File: src/phy_irq_pkg.sv
package phy_irq_pkg;
   localparam int         ADDR_W          = 12;
   localparam logic [11:0] OFS_ENABLE     = 12'h110;
   localparam logic [11:0] OFS_DISABLE    = 12'h114;
   localparam logic [11:0] OFS_MASK_VIEW  = 12'h118;
   localparam logic [11:0] OFS_PENDING    = 12'h11c;
   localparam logic [31:0] EVENT_BITS     = 32'hc00000ff;
   localparam logic [31:0] MASK_RESET     = 32'h00000000;
   localparam logic [31:0] PENDING_RESET  = 32'h00000000;
   localparam int         BIT_TX_RESET    = 0;
   localparam int         BIT_RX_RESET    = 1;
   localparam int         BIT_CH_PLL      = 2;
   localparam int         BIT_QUAD_PLL_ZERO   = 3;
   localparam int         BIT_TX_ALIGN    = 4;
   localparam int         BIT_QUAD_PLL_ONE    = 5;
   localparam int         BIT_TX_FREQ     = 6;
   localparam int         BIT_RX_FREQ     = 7;
   localparam int         BIT_TX_DEBOUNCE = 30;
   localparam int         BIT_RX_DEBOUNCE = 31;
   localparam logic [1:0] RESP_OKAY       = 2'h0;
   localparam logic [1:0] RESP_SLVERR     = 2'h2;
endpackage : phy_irq_pkg

File: src/level_change_detect.sv
`timescale 1ns/1ps
// Flags every change, rising or falling, of a group of levels. The first
// sample after reset is only taken as the reference, so a level that is
// already high when reset releases raises no event.
module level_change_detect #(
   parameter int WIDTH = 4
) (
   // Clock and reset
   input  wire logic             clk,
   input  wire logic             rstSyncN,
   // Levels and their change pulses
   input  wire logic [WIDTH-1:0] level,
   output logic      [WIDTH-1:0] changed
);
   typedef struct packed {
      logic [WIDTH-1:0] last;
      logic             primed;
   } state_t;

   state_t cur;
   state_t next_cur;

   initial begin
      if (WIDTH < 1) $error("WIDTH must be at least one");
   end

   always_comb begin
      next_cur        = cur;
      next_cur.last   = level;
      next_cur.primed = 1'b1;
   end

   assign changed = cur.primed ? (level ^ cur.last) : '0;

   always_ff @(posedge clk or negedge rstSyncN) begin
      if (!rstSyncN) begin
         cur <= '0;
      end else begin
         cur <= next_cur;
      end
   end
endmodule : level_change_detect

File: src/phy_event_interrupt_ctrl.sv
// Implementation choice: the AXI4-Lite slave port.
`timescale 1ns/1ps
module phy_event_interrupt_ctrl (
   // Clock and reset
   input  wire logic        clk,
   input  wire logic        rst_n,
   // AXI4-Lite write address
   input  wire logic [11:0] s_axi_awaddr,
   input  wire logic        s_axi_awvalid,
   output logic             s_axi_awready,
   // AXI4-Lite write data
   input  wire logic [31:0] s_axi_wdata,
   input  wire logic [3:0]  s_axi_wstrb,
   input  wire logic        s_axi_wvalid,
   output logic             s_axi_wready,
   // AXI4-Lite write response
   output logic [1:0]       s_axi_bresp,
   output logic             s_axi_bvalid,
   input  wire logic        s_axi_bready,
   // AXI4-Lite read address
   input  wire logic [11:0] s_axi_araddr,
   input  wire logic        s_axi_arvalid,
   output logic             s_axi_arready,
   // AXI4-Lite read data
   output logic [31:0]      s_axi_rdata,
   output logic [1:0]       s_axi_rresp,
   output logic             s_axi_rvalid,
   input  wire logic        s_axi_rready,
   // Event levels from the transceiver status
   input  wire logic        txResetDone,
   input  wire logic        rxResetDone,
   input  wire logic        channelPllLock,
   input  wire logic        pllZeroLock,
   input  wire logic        pllOneLock,
   // Event pulses from alignment and clock detector
   input  wire logic        txAlignDone,
   input  wire logic        txFreqChange,
   input  wire logic        rxFreqChange,
   input  wire logic        txDebounceTimeout,
   input  wire logic        rxDebounceTimeout,
   // Interrupt
   output logic             irq
);
   typedef struct packed {
      logic        awHeld;
      logic [11:0] awAddr;
      logic        wHeld;
      logic [31:0] wData;
      logic [3:0]  wStrb;
      logic        bValid;
      logic [1:0]  bResp;
      logic        rValid;
      logic [31:0] rData;
      logic [1:0]  rResp;
      logic [31:0] maskView;
      logic [31:0] pending;
      logic        irq;
   } state_t;

   state_t     cur;
   state_t     next_cur;
   logic [1:0] rstPipe;
   logic       rstSyncN;
   logic [4:0] levelChanged;
   logic [31:0] eventHits;
   logic [31:0] wrBits;
   logic        wrFire;
   logic        rdFire;

   // Combinational word offset, so a narrow address bus cannot alias by accident.
   function automatic logic [11:0] wordAddr(input logic [11:0] a);
      wordAddr = {a[11:2], 2'b00};
   endfunction : wordAddr

   function automatic logic isMapped(input logic [11:0] a);
      isMapped = (wordAddr(a) == phy_irq_pkg::OFS_ENABLE)    ||
                 (wordAddr(a) == phy_irq_pkg::OFS_DISABLE)   ||
                 (wordAddr(a) == phy_irq_pkg::OFS_MASK_VIEW) ||
                 (wordAddr(a) == phy_irq_pkg::OFS_PENDING);
   endfunction : isMapped

   always_ff @(posedge clk or negedge rst_n) begin
      if (!rst_n) begin
         rstPipe <= 2'b00;
      end else begin
         rstPipe <= {rstPipe[0], 1'b1};
      end
   end
   assign rstSyncN = rstPipe[1];

   // Reset-done and lock levels signal every edge, hence change detection.
   level_change_detect #(
      .WIDTH (5)
   ) u_change (
      .clk      (clk),
      .rstSyncN (rstSyncN),
      .level    ({pllOneLock, pllZeroLock, channelPllLock, rxResetDone, txResetDone}),
      .changed  (levelChanged)
   );

   always_comb begin
      eventHits = '0;
      eventHits[phy_irq_pkg::BIT_TX_RESET]    = levelChanged[0];
      eventHits[phy_irq_pkg::BIT_RX_RESET]    = levelChanged[1];
      eventHits[phy_irq_pkg::BIT_CH_PLL]      = levelChanged[2];
      eventHits[phy_irq_pkg::BIT_QUAD_PLL_ZERO]   = levelChanged[3];
      eventHits[phy_irq_pkg::BIT_QUAD_PLL_ONE]    = levelChanged[4];
      eventHits[phy_irq_pkg::BIT_TX_ALIGN]    = txAlignDone;
      eventHits[phy_irq_pkg::BIT_TX_FREQ]     = txFreqChange;
      eventHits[phy_irq_pkg::BIT_RX_FREQ]     = rxFreqChange;
      eventHits[phy_irq_pkg::BIT_TX_DEBOUNCE] = txDebounceTimeout;
      eventHits[phy_irq_pkg::BIT_RX_DEBOUNCE] = rxDebounceTimeout;
   end

   assign s_axi_awready = !cur.awHeld;
   assign s_axi_wready  = !cur.wHeld;
   assign s_axi_arready = !cur.rValid;
   assign s_axi_bvalid  = cur.bValid;
   assign s_axi_bresp   = cur.bResp;
   assign s_axi_rvalid  = cur.rValid;
   assign s_axi_rdata   = cur.rData;
   assign s_axi_rresp   = cur.rResp;
   assign irq           = cur.irq;

   // A write commits once address and data are both held and no response waits.
   assign wrFire = cur.awHeld && cur.wHeld && !cur.bValid;
   assign rdFire = s_axi_arvalid && !cur.rValid;
   // Partial byte strobes only touch the lanes they enable.
   assign wrBits = cur.wData & {{8{cur.wStrb[3]}}, {8{cur.wStrb[2]}},
                                {8{cur.wStrb[1]}}, {8{cur.wStrb[0]}}} & phy_irq_pkg::EVENT_BITS;

   always_comb begin
      next_cur = cur;
      if (s_axi_awvalid && !cur.awHeld) begin
         next_cur.awHeld = 1'b1;
         next_cur.awAddr = s_axi_awaddr;
      end
      if (s_axi_wvalid && !cur.wHeld) begin
         next_cur.wHeld = 1'b1;
         next_cur.wData = s_axi_wdata;
         next_cur.wStrb = s_axi_wstrb;
      end
      if (cur.bValid && s_axi_bready) begin
         next_cur.bValid = 1'b0;
      end
      if (cur.rValid && s_axi_rready) begin
         next_cur.rValid = 1'b0;
      end
      if (wrFire) begin
         next_cur.awHeld = 1'b0;
         next_cur.wHeld  = 1'b0;
         next_cur.bValid = 1'b1;
         next_cur.bResp  = isMapped(cur.awAddr) ? phy_irq_pkg::RESP_OKAY : phy_irq_pkg::RESP_SLVERR;
         unique case (wordAddr(cur.awAddr))
            phy_irq_pkg::OFS_ENABLE: begin
               next_cur.maskView = cur.maskView | wrBits;
            end
            phy_irq_pkg::OFS_DISABLE: begin
               next_cur.maskView = cur.maskView & ~wrBits;
            end
            phy_irq_pkg::OFS_PENDING: begin
               next_cur.pending = cur.pending & ~wrBits;
            end
            default: begin
            end
         endcase
      end
      // Events are applied after the clear so an event in the clearing cycle survives.
      next_cur.pending = (next_cur.pending | eventHits) & phy_irq_pkg::EVENT_BITS;
      if (rdFire) begin
         next_cur.rValid = 1'b1;
         next_cur.rResp  = isMapped(s_axi_araddr) ? phy_irq_pkg::RESP_OKAY : phy_irq_pkg::RESP_SLVERR;
         unique case (wordAddr(s_axi_araddr))
            phy_irq_pkg::OFS_MASK_VIEW: next_cur.rData = cur.maskView;
            phy_irq_pkg::OFS_PENDING:   next_cur.rData = cur.pending;
            default:                    next_cur.rData = 32'h00000000;
         endcase
      end
      next_cur.irq = |(next_cur.pending & next_cur.maskView);
   end

   always_ff @(posedge clk or negedge rstSyncN) begin
      if (!rstSyncN) begin
         cur          <= '0;
         cur.maskView <= phy_irq_pkg::MASK_RESET;
         cur.pending  <= phy_irq_pkg::PENDING_RESET;
      end else begin
         cur <= next_cur;
      end
   end
endmodule : phy_event_interrupt_ctrl

File: config.mk
export PLATFORM = sky130hd
export DESIGN_NAME = phy_event_interrupt_ctrl
export DESIGN_NICKNAME = d
export VERILOG_FILES = /design/src/phy_irq_pkg.sv /design/src/level_change_detect.sv /design/src/phy_event_interrupt_ctrl.sv
export SDC_FILE = /design/constraint.sdc
export NUM_CORES = 1
export LEC_CHECK = 0
export BUFFER_PORTS_ARGS = -buffer_cell sky130_fd_sc_hd__buf_2
export CAP_MARGIN = 25
export CORE_MARGIN = 2
export CORE_UTILIZATION = 48
export DETAILED_ROUTE_END_ITERATION = 16
export GPL_ROUTABILITY_DRIVEN = 0
export PLACE_DENSITY = 0.79
export SLEW_MARGIN = 20
export SYNTH_ARGS = -nofsm -noshare
export SYNTH_HDL_FRONTEND = slang
export SYNTH_SLANG_ARGS = --single-unit
File: constraint.sdc
create_clock -name clk -period 2.8 [get_ports clk]
set_clock_uncertainty 0.15 [all_clocks]
set_input_delay 0.28 -clock clk [delete_from_list [all_inputs] [get_ports clk]]
set_output_delay 0.28 -clock clk [all_outputs]
set_load 0.05 [all_outputs]
==> Yosys cells after proc, flatten, opt, wreduce, memory -nomap -nowiden <==
Index checks and enable logic that the tools add are counted.
{ "word_totals": {"register_bits": 139, "in_bits": 77, "out_inout_bits": 42, "word_cells": 69} }
{ "op_classes": {"eq_ne": 8, "n_mux": 15, "n_bitwise": 8, "n_reduce_logical": 22} }
{ "op_table": {"columns": ["cell", "count"], "rows": [
  ["AND 32 bit", 4],
  ["one-hot mux 32 bit (2 select lines)", 2],
  ["equality test 10 x 7 -> 1 bit, second input constant", 8],
  ["two-way mux 64 bit", 1],
  ["bitwise OR 32 bit", 2],
  ["two-way mux 37 bit", 1],
  ["two-way mux 35 bit", 1],
  ["two-way mux 32 bit", 1],
  ["NOT 32 bit", 1],
  ["OR reduction 32 bit", 1],
  ["two-way mux 13 bit", 1],
  ["nonzero test 2 bit", 4],
  ["logical AND 1 bit", 7],
  ["logical OR 1 bit", 6],
  ["two-way mux 5 bit", 1],
  ["bitwise XOR 5 bit", 1],
  ["logical NOT 1 bit", 4],
  ["two-way mux 1 bit", 4],
  ["two-way mux 2 bit", 2],
  ["two-way mux 3 bit", 1]
]} }

==> Longest topological paths before layout <==
{ "logic_depth": {"word_depth": 8, "depth_mapped": 7, "depth_no_buf": 6} }

==> Modules after synthesis <==
A second synthesis with hierarchy kept.
{ "unflattened": {"hier_cells": 266, "hier_area_um2": 3125.5} }
{ "by_module_without_submodules": {"columns": ["mod", "n_inst", "cells_per_inst", "area_per_inst_um2", "seq_area_each_um2"], "rows": [
  ["phy_event_interrupt_ctrl", 1, 249, 2896.5, 1526.5],
  ["level_change_detect", 1, 17, 229.0, 150.1]
]} }

==> Worst setup path after synthesis <==
No wires, ideal clock.
{ "synth_timing": {"kind": "register to register", "from": "reg cur, in the netlist s_axi_bvalid", "to": "reg cur, in the netlist irq", "setup_ps": 135, "arrival_time_ps": 2205, "t_required_ps": 2515, "path_slack_ps": 310, "path_stages_with_launch": 7, "path_buffers": 0, "synth_period_minus_slack_ps": 2490, "cell_sequence": "dfrtp_1 -> nand3b_1 -> nor4_1 -> mux2_2 -> a22o_1 -> a221oi_1 -> nand4_1"} }
{ "synth_lines": {"columns": ["item", "line_no", "text"], "rows": [
  ["from (decl)", "phy_event_interrupt_ctrl.sv:60", "state_t cur;"],
  ["from (signal assigned)", "phy_event_interrupt_ctrl.sv:188", "cur <= next_cur;"]
]} }

==> impl_metrics.json <==
{
  "grt.total_usage_pct": 17.35,
  "status": "completed",
  "fin_area_sq_um": 3647,
  "synth-async-reset-ratio_pct": 100.0,
  "antenna_cells": 0,
  "grt_max_degree": 41,
  "utilization_pct": 60.53,
  "arrival_ns": 2.70,
  "rsz0062_at_grt": "false",
  "die_y_um": 83.59,
  "slew_headroom_pct": 44.10,
  "area_growth_pct": 19.96,
  "hold_path_depth": 2,
  "grt_pass1_wl_mm": 9.653,
  "crit_path_start_kind": "register",
  "drtPass1Iterations": 4,
  "start_util_pct": 50.46,
  "ant_nets": 0,
  "cts_setup_buffers": 0,
  "synth_seq_area_share_pct": 55.14,
  "worstMarginPinSlew_ns": 0.8385,
  "p_clk_share_pct": 30.0,
  "ios": 119,
  "hold_viol_final": 0,
  "overflow": 0,
  "p_total_uw": 2988,
  "core_region_area_sq_um": 6026,
  "n_fill_cell": 494,
  "tritoncts": "yes",
  "pwr-share-seq_pct": 45.4,
  "synth_edf_count": 0,
  "min_from": "rxDebounceTimeout",
  "combPwrFrac_pct": 24.6,
  "setup_viol_count_final": 0,
  "dieArea_sq_um": 6986,
  "ys_ff_latch": 67,
  "syn_avg_cell_area_sq_um": 11.97,
  "antenna_found_initial": 0,
  "min_to": "cur[32]$_DFF_PN0_",
  "wirelength_mm": 5.541,
  "cts_made_buffers": 9,
  "min_period_ns": 2.667,
  "cts_max_path_buffers": 2,
  "place.port_buffers": 66,
  "num_rows": 28,
  "netlist_instances": 254,
  "drive_gt1_share_pct": 35.71,
  "vias": 2039,
  "worst_skew_pair.late_latency_ns": 0.33,
  "synth_area_sq_um": 3040,
  "setup_tns_ns": 0,
  "crit_type": "reg2reg",
  "clk_pin_slew_ns": 0.07,
  "cts_resized": 0,
  "period_share_pct": 95.26,
  "routedWlPerCell_um": 13.48,
  "via_per_inst": 4.961,
  "fmax_mhz": 374.9,
  "max_cap_viol_count": 0,
  "ys_warn_count": 0,
  "ff2ff_path_depth": 6,
  "p_int_uw": 2037,
  "seq_area_sq_um": 1678,
  "final_cell_mix": "dfrtp_1 (66), buf_2 (66), conb_1 (26), mux2_2 (25), nand2_1 (20)",
  "dp_hpwl_mm": 4.127,
  "die_x_um": 83.59,
  "reg2reg_to": "irq$_DFF_PN0_",
  "max-vdd-ir-drop_mv": 0.6078,
  "drt_iter0_drc": 134,
  "powerDensity_nw_per_um2": 819.3,
  "drc_errors": 0,
  "first_global_vias": 2036,
  "multiInputGateArea_sq_um": 1119,
  "hold_buffers": 12,
  "synth_flop_cell": "dfrtp_1",
  "clock_sinks": 67,
  "slew_viol_final": 0,
  "r2r_slack_ns": 0.13,
  "nNetsFinal": 408,
  "swShare_pct": 31.82,
  "synth_cell_types": 40,
  "dpl_cell_area_sq_um": 3299,
  "rr_startpoint": "cur[145]$_DFFE_PN0P_",
  "htreeDepth": 3,
  "p_leak_uw": 0.001762,
  "root_buffer": "clkbuf_8",
  "worstPathRequired_ns": 2.84,
  "crit_fanout": 5,
  "hold_class": "in2reg",
  "p_sw_uw": 951.0,
  "end_kind": "register"
}
cell usage after synthesis, drive strengths merged (2+ instances only):
library cell | n | area share (%)
nor3 | 2 | 0.49
xor2 | 5 | 1.4
a22o | 5 | 1.4
or4b | 2 | 0.78
a21oi | 5 | 0.82
buf | 40 | 9.7
a21o | 3 | 0.74
nand3b | 3 | 0.74
nand4 | 4 | 0.82
inv | 9 | 1.1
nand2 | 21 | 2.7
o21ai | 15 | 2.5
conb | 2 | 0.25
a22oi | 2 | 0.66
mux2i | 11 | 3.6
nor2 | 8 | 0.99
clkbuf | 2 | 0.25
nand4b | 2 | 0.58
mux2 | 26 | 9.8
nor2b | 2 | 0.41
nor4 | 5 | 2.0
dfrtp | 67 | 55
a31oi | 5 | 1.0
worst max path at each step:
stage / slack [ns] / depth (start not counted) / from / endpoint
6_report: 0.13 / 6 / cur[145]$_DFFE_PN0P_ / irq$_DFF_PN0_
5_1_grt: 0.03 / 8 / cur[145]$_DFFE_PN0P_ / irq$_DFF_PN0_
4_1_cts: 0.13 / 7 / cur[145]$_DFFE_PN0P_ / irq$_DFF_PN0_
3_5_place_dp: 0.12 / 7 / cur[145]$_DFFE_PN0P_ / irq$_DFF_PN0_
3_3_place_gp: 0.15 / 7 / cur[145]$_DFFE_PN0P_ / irq$_DFF_PN0_
2_1_floorplan: 0.31 / 6 / s_axi_bvalid$_DFFE_PN0P_ / irq$_DFF_PN0_
critical path, stage by stage, from the launching register on:
cell and delay [ns]:
dfrtp_1 0.37, or4b_1 0.63, nor4_1 0.38, mux2_2 0.39, a22o_1 0.22, a221oi_1 0.22
nand4_1 0.17
routing by layer:
metal	up-vias	track usage [%]	share of wire, %
met2	63	27.71	50
met3	4	4.451	5.3
met1	990	22.42	43
li1	982	-	-
met5	-	0	0
met4	0	7.478	0.92
power groups by stage:
stage | Clock, uW | Sequential [uW] | Combinational, uW
after floorplan | 0 | 1360 | 577
after global placement | 0 | 1370 | 706
after detailed placement | 0 | 1380 | 726
after CTS | 921 | 1360 | 740
after global routing | 960 | 1390 | 798
final | 898 | 1360 | 734
state kept, by name (all words and copies together), names as in the netlist:
name and cells:
s_axi_bvalid 1, s_axi_rvalid 1, s_axi_rdata 10, u_change.cur 6, rstPipe 2, s_axi_rresp 1, cur 44, s_axi_bresp 1
irq 1
cell families after synthesis:
kind of cell / after synthesis / share of synthesized area, %
AO/OA/AOI/OAI: 38 / 8.066
AND/OR/NAND/NOR: 54 / 10.70
XOR/XNOR: 5 / 1.440
other: 2 / 0.2470
flip-flops: 67 / 55.14
multiplexers: 37 / 13.37
buffers and inverters: 51 / 11.03
metrics by stage:
step	hold WS [ns]	instances	setup WS [ns]
final	0.01762	411	0.1328
after global routing	0.02044	411	0.03145
after CTS	0.0005153	411	0.1263
after detailed placement	-0.08320	383	0.1215
after global placement	-0.08505	383	0.1522
after floorplan	-0.1656	278	0.3098
layout make-up:
class	instances	area share, %
repair buffers	84	13.58
multi-input cells	160	30.67
well taps	75	2.573
clock buffers	12	4.254
flip-flops and latches	67	46.00
clock inverters	4	1.990
inverters	9	0.9262
Power figures use the tool's default switching activity.
